<file path="config.mk">
export PLATFORM = sky130hd
export DESIGN_NAME = mclr_top
export DESIGN_NICKNAME = d
export VERILOG_FILES = /design/src/hw/mclr_pkg.sv /design/src/hw/mclr_digest_check.sv /design/src/hw/mclr_dual_field.sv /design/src/hw/mclr_top.sv
export SDC_FILE = /design/constraint.sdc
export NUM_CORES = 1
export LEC_CHECK = 0
export ABC_AREA = 0
export BUFFER_PORTS_ARGS = -buffer_cell sky130_fd_sc_hd__buf_2
export CAP_MARGIN = 20
export CELL_PAD_IN_SITES_DETAIL_PLACEMENT = 1
export CELL_PAD_IN_SITES_GLOBAL_PLACEMENT = 2
export CORE_UTILIZATION = 34
export CTS_CLUSTER_DIAMETER = 80
export DETAILED_ROUTE_END_ITERATION = 7
export GPL_TIMING_DRIVEN = 0
export HOLD_SLACK_MARGIN = 0.1
export PLACE_DENSITY = 0.83
export REMOVE_ABC_BUFFERS = 1
export SLEW_MARGIN = 20
export SYNTH_ARGS = -nofsm -noshare
export SYNTH_HDL_FRONTEND = slang
export SYNTH_SLANG_ARGS = --single-unit
</file>
<file path="constraint.sdc">
create_clock -name mclk_in -period 2.35 [get_ports mclk_in]
set_input_delay 0.47 -clock mclk_in [delete_from_list [all_inputs] [get_ports mclk_in]]
set_output_delay 0.47 -clock mclk_in [all_outputs]
set_load 0.02 [all_outputs]
</file>
<file path="src/hw/mclr_pkg.sv">
// Constants shared by the microcode lock and control register block.
// Assumes one channel at the first channel base address.
package mclr_pkg;
   localparam int         ADDR_W             = 10;
   localparam int         DATA_W             = 16;
   localparam int         FIELD_W            = 8;
   localparam int         DIGEST_W           = 32;
   // Register offsets.
   localparam logic [9:0] CODE_PROTECT_OFS   = 10'h100;
   localparam logic [9:0] CORE0_COMMAND_OFS  = 10'h101;
   localparam logic [9:0] DIGEST_HIGH_OFS    = 10'h108;
   localparam logic [9:0] DIGEST_LOW_OFS     = 10'h109;
   // Field positions in code_protect_config.
   localparam int         MISMATCH_BIT       = 0;
   localparam int         ALERT_EN_BIT       = 1;
   localparam int         PAIRED_BIT         = 3;
   localparam int         FREEZE_BIT         = 4;
   localparam int         RUN_PERMIT_BIT     = 5;
   localparam int         OVERRIDE_BIT       = 6;
   // Field positions in core0_command.
   localparam int         CMD_LSB            = 0;
   localparam int         DUAL_LSB           = 8;
   // Reset values.
   localparam logic [15:0] CODE_PROTECT_RST  = 16'h0000;
   localparam logic [7:0]  FIELD_RST         = 8'h00;
   localparam logic [15:0] DIGEST_RST        = 16'h0000;
   // Freeze release key; the value is arbitrary.
   localparam logic [15:0] RELEASE_KEY       = 16'h5a3c;
   // Divider values below this restrict memory access in paired mode.
   localparam logic [3:0]  DIVIDER_MIN_FULL  = 4'h3;
   // Digest check result encoding.
   typedef enum logic [1:0] {
      MCLR_CHK_NONE,
      MCLR_CHK_PASS,
      MCLR_CHK_FAIL
   } mclr_chk_type;
endpackage

</file>
<file path="src/hw/mclr_digest_check.sv">
// Compares the computed program store digest with the expected value.
// Assumes the digest engine gives a one-cycle done pulse with its result.
`timescale 1ns/1ns
`default_nettype none
module mclr_digest_check (
   // Clock and reset
   input  wire logic                 mclk_in,
   input  wire logic                 rst_n_in,
   // Engine result
   input  wire logic                 done_in,
   input  wire logic [31:0]          computed_in,
   // Expected value
   input  wire logic [15:0]          expect_high_in,
   input  wire logic [15:0]          expect_low_in,
   // Verdict, one cycle after done
   output var mclr_pkg::mclr_chk_type result_out
);
   logic mismatch_nxt;

   // both halves must agree with the stored expectation.
   always_comb begin
      mismatch_nxt = (computed_in != {expect_high_in, expect_low_in});
   end

   always_ff @(posedge mclk_in or negedge rst_n_in) begin
      if (!rst_n_in) begin
         result_out <= mclr_pkg::MCLR_CHK_NONE;
      end else if (done_in) begin
         result_out <= mismatch_nxt ? mclr_pkg::MCLR_CHK_FAIL : mclr_pkg::MCLR_CHK_PASS;
      end else begin
         result_out <= mclr_pkg::MCLR_CHK_NONE;
      end
   end
endmodule
`default_nettype wire

</file>
<file path="src/hw/mclr_dual_field.sv">
// Eight-bit field that acts as host control bits or as core status bits.
// Assumes the role select comes from the converter split configuration.
`timescale 1ns/1ns
`default_nettype none
module mclr_dual_field (
   // Clock and reset
   input  wire logic       mclk_in,
   input  wire logic       rst_n_in,
   // Role select, high for status role
   input  wire logic       status_role_in,
   // Host write
   input  wire logic       host_wr_in,
   input  wire logic [7:0] host_data_in,
   // Core bit instructions
   input  wire logic       core_set_in,
   input  wire logic       core_clr_in,
   input  wire logic [2:0] core_idx_in,
   // Field value
   output logic [7:0]      field_out
);
   genvar b;
   generate
      for (b = 0; b < 8; b++) begin : g_bit
         logic hit;
         assign hit = (core_idx_in == 3'(b));
         always_ff @(posedge mclk_in or negedge rst_n_in) begin
            if (!rst_n_in) begin
               field_out[b] <= 1'b0;
            end else if (status_role_in) begin
               // Host writes do nothing here; a set beats a clear of the same bit.
               if (core_set_in && hit) begin
                  field_out[b] <= 1'b1;
               end else if (core_clr_in && hit) begin
                  field_out[b] <= 1'b0;
               end
            end else if (host_wr_in) begin
               field_out[b] <= host_data_in[b];
            end
         end
      end
   endgenerate
endmodule
`default_nettype wire

</file>
<file path="src/hw/mclr_top.sv">
// Per-channel code protection and core command registers.
// Assumes a decoded SPI word port, an external digest engine and
// microcores that read the command bits directly.
`timescale 1ns/1ns
`default_nettype none
module mclr_top (
   // Clock and reset
   input  wire logic        mclk_in,
   input  wire logic        rst_n_in,
   // Host register port
   input  wire logic        reg_wr_in,
   input  wire logic        reg_rd_in,
   input  wire logic [9:0]  reg_addr_in,
   input  wire logic [15:0] reg_wdata_in,
   output logic [15:0]      reg_rdata_out,
   output logic             reg_rvalid_out,
   // Freeze release key
   input  wire logic        key_wr_in,
   input  wire logic [15:0] key_data_in,
   // Program store write gate
   input  wire logic        store_wr_req_in,
   output logic             store_wr_grant_out,
   output logic             store_wr_reject_out,
   // Digest engine
   output logic             digest_start_out,
   input  wire logic        digest_done_in,
   input  wire logic [31:0] digest_value_in,
   // Microcore side
   input  wire logic        dual_role_status_in,
   input  wire logic        core_set_bit_in,
   input  wire logic        core_clr_bit_in,
   input  wire logic [2:0]  core_bit_index_in,
   input  wire logic [3:0]  core_clock_divider_in,
   output logic [7:0]       core_command_out,
   output logic [7:0]       dual_role_out,
   output logic             core_run_out,
   output logic             paired_core_mode_out,
   output logic             access_restricted_out,
   // Interrupt
   output logic             irq_out
);
   logic [15:0]            protect_r;
   logic [7:0]             command_r;
   logic [15:0]            digest_high_r;
   logic [15:0]            digest_low_r;
   logic                   freeze_d_r;
   logic                   fail_seen_r;
   logic                   wr_protect;
   logic                   wr_command;
   logic                   key_ok;
   logic                   freeze_rise;
   logic [15:0]            rdata_nxt;
   mclr_pkg::mclr_chk_type chk_result;

   assign wr_protect = reg_wr_in && (reg_addr_in == mclr_pkg::CODE_PROTECT_OFS);
   assign wr_command = reg_wr_in && (reg_addr_in == mclr_pkg::CORE0_COMMAND_OFS);
   assign key_ok     = key_wr_in && (key_data_in == mclr_pkg::RELEASE_KEY);
   assign freeze_rise = protect_r[mclr_pkg::FREEZE_BIT] && !freeze_d_r;

   // Freeze bit: settable by the host, locked by itself until the key is given.
   always_ff @(posedge mclk_in or negedge rst_n_in) begin
      if (!rst_n_in) begin
         protect_r[mclr_pkg::FREEZE_BIT] <= mclr_pkg::CODE_PROTECT_RST[mclr_pkg::FREEZE_BIT];
      end else if (key_ok) begin
         protect_r[mclr_pkg::FREEZE_BIT] <= 1'b0;
      end else if (wr_protect && reg_wdata_in[mclr_pkg::FREEZE_BIT]) begin
         protect_r[mclr_pkg::FREEZE_BIT] <= 1'b1;
      end
   end

   // Override and paired mode are locked while the store is frozen.
   always_ff @(posedge mclk_in or negedge rst_n_in) begin
      if (!rst_n_in) begin
         protect_r[mclr_pkg::OVERRIDE_BIT] <= mclr_pkg::CODE_PROTECT_RST[mclr_pkg::OVERRIDE_BIT];
         protect_r[mclr_pkg::PAIRED_BIT]   <= mclr_pkg::CODE_PROTECT_RST[mclr_pkg::PAIRED_BIT];
      end else if (wr_protect && !protect_r[mclr_pkg::FREEZE_BIT]) begin
         protect_r[mclr_pkg::OVERRIDE_BIT] <= reg_wdata_in[mclr_pkg::OVERRIDE_BIT];
         protect_r[mclr_pkg::PAIRED_BIT]   <= reg_wdata_in[mclr_pkg::PAIRED_BIT];
      end
   end

   // Alert enable is never locked.
   always_ff @(posedge mclk_in or negedge rst_n_in) begin
      if (!rst_n_in) begin
         protect_r[mclr_pkg::ALERT_EN_BIT] <= mclr_pkg::CODE_PROTECT_RST[mclr_pkg::ALERT_EN_BIT];
      end else if (wr_protect) begin
         protect_r[mclr_pkg::ALERT_EN_BIT] <= reg_wdata_in[mclr_pkg::ALERT_EN_BIT];
      end
   end

   // Edge detector for the freeze bit; it starts the digest engine.
   always_ff @(posedge mclk_in or negedge rst_n_in) begin
      if (!rst_n_in) begin
         freeze_d_r <= 1'b0;
      end else begin
         freeze_d_r <= protect_r[mclr_pkg::FREEZE_BIT];
      end
   end

   always_ff @(posedge mclk_in or negedge rst_n_in) begin
      if (!rst_n_in) begin
         digest_start_out <= 1'b0;
      end else begin
         digest_start_out <= freeze_rise;
      end
   end

   mclr_digest_check u_check (
      .mclk_in        (mclk_in),
      .rst_n_in       (rst_n_in),
      .done_in        (digest_done_in),
      .computed_in    (digest_value_in),
      .expect_high_in (digest_high_r),
      .expect_low_in  (digest_low_r),
      .result_out     (chk_result)
   );

   // Run permit ignores host writes; only a digest verdict sets it.
   // A failure with override set still lets the cores run.
   // Releasing the freeze drops the permit so new code is checked again.
   always_ff @(posedge mclk_in or negedge rst_n_in) begin
      if (!rst_n_in) begin
         protect_r[mclr_pkg::RUN_PERMIT_BIT] <= mclr_pkg::CODE_PROTECT_RST[mclr_pkg::RUN_PERMIT_BIT];
      end else if (chk_result == mclr_pkg::MCLR_CHK_PASS) begin
         protect_r[mclr_pkg::RUN_PERMIT_BIT] <= 1'b1;
      end else if (chk_result == mclr_pkg::MCLR_CHK_FAIL) begin
         protect_r[mclr_pkg::RUN_PERMIT_BIT] <= protect_r[mclr_pkg::OVERRIDE_BIT];
      end else if (key_ok) begin
         protect_r[mclr_pkg::RUN_PERMIT_BIT] <= 1'b0;
      end
   end

   // Mismatch flag: a failure in the same cycle as a freeze rise wins.
   always_ff @(posedge mclk_in or negedge rst_n_in) begin
      if (!rst_n_in) begin
         protect_r[mclr_pkg::MISMATCH_BIT] <= mclr_pkg::CODE_PROTECT_RST[mclr_pkg::MISMATCH_BIT];
      end else if (chk_result == mclr_pkg::MCLR_CHK_FAIL) begin
         protect_r[mclr_pkg::MISMATCH_BIT] <= 1'b1;
      end else if (freeze_rise) begin
         protect_r[mclr_pkg::MISMATCH_BIT] <= 1'b0;
      end
   end

   // Unused positions of the protection register stay at their reset value.
   // They are kept procedural so no bit of the register mixes driver kinds.
   always_ff @(posedge mclk_in or negedge rst_n_in) begin
      if (!rst_n_in) begin
         protect_r[2]    <= mclr_pkg::CODE_PROTECT_RST[2];
         protect_r[15:7] <= mclr_pkg::CODE_PROTECT_RST[15:7];
      end else begin
         protect_r[2]    <= mclr_pkg::CODE_PROTECT_RST[2];
         protect_r[15:7] <= mclr_pkg::CODE_PROTECT_RST[15:7];
      end
   end

   // Remembers a failed check so the interrupt holds until the next freeze.
   always_ff @(posedge mclk_in or negedge rst_n_in) begin
      if (!rst_n_in) begin
         fail_seen_r <= 1'b0;
      end else if (chk_result == mclr_pkg::MCLR_CHK_FAIL) begin
         fail_seen_r <= 1'b1;
      end else if (freeze_rise) begin
         fail_seen_r <= 1'b0;
      end
   end

   // Expected digest halves, locked while frozen.
   always_ff @(posedge mclk_in or negedge rst_n_in) begin
      if (!rst_n_in) begin
         digest_high_r <= mclr_pkg::DIGEST_RST;
         digest_low_r  <= mclr_pkg::DIGEST_RST;
      end else if (reg_wr_in && !protect_r[mclr_pkg::FREEZE_BIT]) begin
         if (reg_addr_in == mclr_pkg::DIGEST_HIGH_OFS) begin
            digest_high_r <= reg_wdata_in;
         end
         if (reg_addr_in == mclr_pkg::DIGEST_LOW_OFS) begin
            digest_low_r <= reg_wdata_in;
         end
      end
   end

   // Core command field, host written at any time.
   always_ff @(posedge mclk_in or negedge rst_n_in) begin
      if (!rst_n_in) begin
         command_r <= mclr_pkg::FIELD_RST;
      end else if (wr_command) begin
         command_r <= reg_wdata_in[mclr_pkg::CMD_LSB +: mclr_pkg::FIELD_W];
      end
   end

   mclr_dual_field u_dual (
      .mclk_in        (mclk_in),
      .rst_n_in       (rst_n_in),
      .status_role_in (dual_role_status_in),
      .host_wr_in     (wr_command),
      .host_data_in   (reg_wdata_in[mclr_pkg::DUAL_LSB +: mclr_pkg::FIELD_W]),
      .core_set_in    (core_set_bit_in),
      .core_clr_in    (core_clr_bit_in),
      .core_idx_in    (core_bit_index_in),
      .field_out      (dual_role_out)
   );

   // Read data is registered; unmapped addresses read as zero.
   always_comb begin
      case (reg_addr_in)
         mclr_pkg::CODE_PROTECT_OFS:  rdata_nxt = protect_r;
         mclr_pkg::CORE0_COMMAND_OFS: rdata_nxt = {dual_role_out, command_r};
         mclr_pkg::DIGEST_HIGH_OFS:   rdata_nxt = digest_high_r;
         mclr_pkg::DIGEST_LOW_OFS:    rdata_nxt = digest_low_r;
         default:                     rdata_nxt = 16'h0000;
      endcase
   end

   always_ff @(posedge mclk_in or negedge rst_n_in) begin
      if (!rst_n_in) begin
         reg_rdata_out  <= 16'h0000;
         reg_rvalid_out <= 1'b0;
      end else begin
         reg_rvalid_out <= reg_rd_in;
         if (reg_rd_in) begin
            reg_rdata_out <= rdata_nxt;
         end
      end
   end

   // Program store write gate.
   assign store_wr_grant_out  = store_wr_req_in && !protect_r[mclr_pkg::FREEZE_BIT];
   assign store_wr_reject_out = store_wr_req_in && protect_r[mclr_pkg::FREEZE_BIT];

   // Core-facing outputs.
   assign core_command_out      = command_r;
   assign core_run_out          = protect_r[mclr_pkg::RUN_PERMIT_BIT];
   assign paired_core_mode_out  = protect_r[mclr_pkg::PAIRED_BIT];
   // Only a warning line; the cores themselves enforce the restriction.
   assign access_restricted_out = protect_r[mclr_pkg::PAIRED_BIT]
                                  && (core_clock_divider_in < mclr_pkg::DIVIDER_MIN_FULL);
   assign irq_out               = protect_r[mclr_pkg::ALERT_EN_BIT] && fail_seen_r;
endmodule
`default_nettype wire

</file>
==> Word level (Yosys, flattened, before mapping) <==
Index checks and enable logic that the tools add are counted.
{ "op_classes": {"eq_ne": 23, "reduce_logical": 44, "magnitude_cmp": 1, "mux": 42} }
{ "op_table": {"columns": ["cell", "count"], "rows": [
  ["$pmux W16 S4", 1],
  ["$eq A10 B9 Y1 const B", 4],
  ["$mux W1", 39],
  ["$ne A32 B32 Y1", 1],
  ["$logic_and A1 B1 Y1", 27],
  ["$ne A3 B1 Y1 const B", 8],
  ["$reduce_and A2 Y1", 10],
  ["$eq A16 B15 Y1 const B", 1],
  ["$eq A3 B3 Y1 const B", 4],
  ["$eq A3 B2 Y1 const B", 2],
  ["$reduce_bool A2 Y1", 3],
  ["$lt A4 B2 Y1 const B", 1],
  ["$mux W2", 2],
  ["$eq A3 B1 Y1 const B", 1],
  ["$logic_not A3 Y1", 1],
  ["$reduce_bool A3 Y1", 1],
  ["$eq A2 B1 Y1 const B", 1],
  ["$eq A2 B2 Y1 const B", 1],
  ["$logic_not A1 Y1", 2]
]} }
{ "totals": {"wordCells": 132, "register_bits": 75, "out_inout_bits": 40, "input_bits": 91} }

==> Depth between registers and ports, before layout <==
{ "depth": {"word_depth": 5, "mapped_depth": 6, "mapped_depth_nobuf": 4} }

==> By module <==
A second synthesis with hierarchy kept.
{ "unflattened": {"hier_cells": 326, "hier_area_um2": 3985.1} }
{ "by_module_without_submodules": {"columns": ["module", "seq_area_each_um2", "instances", "cells_per_inst", "area_each_um2"], "rows": [
  ["mclr_top", 1626.6, 1, 226, 3024.2],
  ["mclr_dual_field", 200.2, 1, 54, 548.0],
  ["mclr_digest_check", 50.0, 1, 46, 412.9]
]} }

==> Worst setup path after synthesis <==
No wires, ideal clock.
{ "synth_path": {"kind": "flip-flop to output port", "startpoint": "register protect_r[3] (netlist: paired_core_mode_out)", "endpoint": "output access_restricted_out", "arrival_ns": 1.639, "stages_incl_launch_ff": 3, "required_time_ns": 1.880, "path_slack_ns": 0.241, "path_buffers": 0, "cell_sequence": "dfrtp_1 inv_1 a2111oi_0"} }
{ "synth_between": {"elab_chain_len": 1} }
{ "synth_rtl": {"columns": ["element", "line", "source"], "rows": [
  ["from (decl)", "mclr_top.sv:42", "logic [15:0] protect_r;"],
  ["from (signal, indexed assignment)", "mclr_top.sv:74", "protect_r[mclr_pkg::OVERRIDE_BIT] <= mclr_pkg::CODE_PROTECT_RST[mclr_pkg::OVERRIDE_BIT];"],
  ["from (signal, indexed assignment)", "mclr_top.sv:75", "protect_r[mclr_pkg::PAIRED_BIT] <= mclr_pkg::CODE_PROTECT_RST[mclr_pkg::PAIRED_BIT];"],
  ["from (signal, indexed assignment)", "mclr_top.sv:77", "protect_r[mclr_pkg::OVERRIDE_BIT] <= reg_wdata_in[mclr_pkg::OVERRIDE_BIT];"],
  ["$logic_and A1 B1 Y1", "mclr_top.sv:236", "&& (core_clock_divider_in < mclr_pkg::DIVIDER_MIN_FULL);"],
  ["to (decl)", "mclr_top.sv:38", "output logic access_restricted_out,"]
]} }
No other way between the ends.

==> Worst setup path after layout <==
{ "layout_path": {"startpoint": "input reg_addr_in[1]", "endpoint": "register digest_high_r[15]"} }
{ "layout_between": {"elab_chain_len": 2} }
{ "layout_rtl": {"columns": ["element", "line", "source"], "rows": [
  ["from (decl)", "mclr_top.sv:13", "input wire logic [9:0] reg_addr_in,"],
  ["$eq A10 B9 Y1", "mclr_top.sv:173", "if (reg_addr_in == mclr_pkg::DIGEST_HIGH_OFS) begin"],
  ["$reduce_and A2 Y1 (no line)", null, null],
  ["to (signal assigned)", "mclr_top.sv:170", "digest_high_r <= mclr_pkg::DIGEST_RST;"],
  ["to (signal assigned)", "mclr_top.sv:174", "digest_high_r <= reg_wdata_in;"],
  ["to (decl)", "mclr_top.sv:44", "logic [15:0] digest_high_r;"]
]} }
No other way between the ends.
A chain may end at the register's enable or synchronous reset.

==> results.txt <==
Clock H-tree levels - 3
hold buffer count at CTS - 1
fill count - 1226
GRT Residual Overflow - 0
slowest cell on the critical path - nor3_4
final setup fails - 0
Post-CTS Resized - 0
period utilization - 90.5%
clock tree buffer depth - 2
n_diodes - 0
crit-path max FO - 16
Hold Crit Start - digest_done_in
Mapped Cells - 328
Clock Skew - 0.00446 ns
Synth-to-Final Area Change - 28.4%
DIE HEIGHT - 109 um
I/O Buffers - 130
vias - 3200
clock sinks - 75
Final nets - 547
Worst Path Arrival - 2.34 ns
Hold WS - 0.395 ns
core area - 11000 um2
first-pass GRT wire length - 18000 um
Worst-Margin Slew - 0.884 ns
DR vias/cell - 5.32
Synth area leader - dfrtp_1
crit path time final - 2.13 ns
final wirelength - 11400 um
CTS Root Cell - clkbuf_16
Residual DRC - 0
RR Startpoint - protect_r[4]
Synth cell types - 49
synth warn - 0
initial antenna violation count - 1
Worst-path clk slew - 0.06 ns
Worst Hold Class - in -> reg
layout cells sized above 1 - 46.9%
Detailed Routing Iterations Pass 1 - 4
routability cong. - 0.807
Worst Setup End Kind - flop
Leak - 2.38 nW
CTS Buf Count - 9
Mapped Area - 3930 um2
fraction of registers with async set/reset - 100%
vias in the first global route - 3460
drt initial violations - 68
slew margin rel. - 40.9%
#FFs+latches synth - 75
Most used DFF post-synth - dfrtp_1
Post-CTS Setup Inserts - 0
max-capacitance violation count - 0
worst skew pair latency - 0.33 ns
R2R Path End - digest_high_r[15]
largest net degree at the start of global routing - 43
Power Density - 667 nW/um2
Detail Placement HPWL - 8550 um
post-synth top area share - 47.8%
FMAX - 470 MHz
delay-heaviest family, CP - simple AND/OR/NAND/NOR gates
RSZ-0062 raised after global routing - false
WS Path Type - in -> reg
worst endpoint required time - 2.56 ns
max-slew violations - 0
Crit path buffers/inverters - 1
Max stage delay on crit path - 0.75 ns
startpoint types - input port
status - finished clean
Sum Neg Setup Slack - 0 ns
Ports - 131
worst reg2reg path depth - 3
FP Rows - 38
Synth area leaders - dfrtp_1, mux2_2, xnor2_1
initial core utilization - 35.6%
Hold Path Depth - 2
EDFF count, synth - 0
final hold violation count - 0
Inst Count DP - 584
Non-Filler Instances - 601
sequential area share after synthesis - 47.8%
Hold EP - u_check.result_out[0]
IR drop worst, VDD - 0.370 mV
Wirelength per Cell - 19.0 um
post-synthesis average cell area - 12.0 um2
die width - 109 um
GRT Overall Usage - 20.5%
post-route ant nets - 0
die area - 12000 um2
R2R Setup Slk - 0.34 ns
clock tree from TritonCTS - done
critical path, cell by cell - buf_2 > nor4_4 > nand3_4 > nor3_4 > mux2_2
cells by family after synthesis:
kind of cell,after synthesis,synth area share (%)
DFF,75,47.8
and+or+nand+nor,73,12.7
muxes,57,18.2
AOI/OAI and AO/OA,53,9.50
buffers and inverters,38,4.59
xor gates and xnor gates,32,7.14
routing by layer:
| layer | global-route usage [%] | part of all wire, % |
|---|---|---|
| met5 | 0 | 0 |
| met4 | 6.95 | 1.6 |
| met3 | 3.68 | 5.9 |
| met2 | 37.9 | 52 |
| met1 | 23.6 | 40 |
cells in the final DEF (no fill, tap or decap), types with 2 or more instances in the layout:
cell type / netlist / layout
nand2_1: 11 / 11
nand3_1: 5 / 5
and2_1: 2 / 2
a32oi_1: 7 / 7
nor2_1: 3 / 3
mux4_2: 6 / 6
o22ai_1: 9 / 9
nor2b_1: 10 / 10
a22oi_1: 10 / 10
nor4bb_1: 2 / 2
nand4_1: 12 / 12
o21ai_0: 10 / 10
clkinvlp_4: 0 / 3
nand2b_1: 10 / 10
buf_2: 2 / 129
nor4_1: 2 / 2
xnor2_1: 32 / 32
a31o_2: 4 / 4
mux2_2: 48 / 48
a21oi_1: 4 / 4
clkbuf_16: 0 / 9
dfrtp_1: 75 / 75
bufinv_16: 0 / 3
mux2_4: 2 / 2
a41oi_1: 3 / 3
inv_1: 23 / 23
worst max-delay path by stage:
stage / slack, ns / startpoint / endpoint / cells past startpoint
3_3_place_gp: -0.14 / reg_addr_in[1] / digest_high_r[2] / 5
2_1_floorplan: 0.24 / paired_core_mode_out / access_restricted_out / 2
5_1_grt: 0.11 / reg_addr_in[1] / digest_high_r[15] / 5
3_5_place_dp: -0.15 / reg_addr_in[1] / digest_high_r[15] / 5
6_report: 0.22 / reg_addr_in[1] / digest_high_r[15] / 5
4_1_cts: 0.19 / reg_addr_in[1] / digest_high_r[15] / 5
Yosys cell counts (5+ instances only):
library cell   n
mux2_2        48
inv_1         23
dfrtp_1       75
mux4_2         6
nand3_1        5
clkbuf_1       9
xnor2_1       32
a22oi_1       10
o22ai_1        9
nand2b_1      10
o21ai_0       10
nand4_1       12
a32oi_1        7
nor2b_1       10
nand2_1       11
final cells by class:
cell class / instances / area (um2) / area share (%)
Clock buffer: 10 / 239 / 4.74
Clock inverter: 6 / 113 / 2.23
Inverter: 23 / 86.3 / 1.71
Multi-Input combinational cell: 215 / 1870 / 37.1
Sequential cell: 75 / 1880 / 37.2
Tap cell: 140 / 175 / 3.47
Timing Repair Buffer: 132 / 683 / 13.5
power by group:
| part | switching, mW | internal, mW |
|---|---|---|
| registers | 0.0408 | 1.33 |
| clock network | 0.545 | 1.07 |
| logic | 0.209 | 0.169 |
per-stage QoR:
step | setup slack [ns] | area (um2) | power, mW | utilization (%)
3_3_place_gp | -0.139 | 4660 | 1.76 | 42.2
5_1_grt | 0.113 | 5040 | 3.49 | 45.7
2_1_floorplan | 0.241 | 3830 | 1.55 | -
6_report | 0.224 | 5040 | 3.36 | 45.7
3_5_place_dp | -0.149 | 4680 | 1.78 | 42.4
4_1_cts | 0.189 | 5040 | 3.39 | 45.7
state kept, by name (all words and copies together), names as in the netlist:
name	cells
u_check.result_out	2
freeze_d_r	1
core_command_out	8
core_run_out	1
reg_rdata_out	16
protect_r	3
paired_core_mode_out	1
digest_low_r	16
digest_high_r	16
reg_rvalid_out	1
digest_start_out	1
fail_seen_r	1
u_dual.field_out	8
Power figures use the tool's default switching activity.
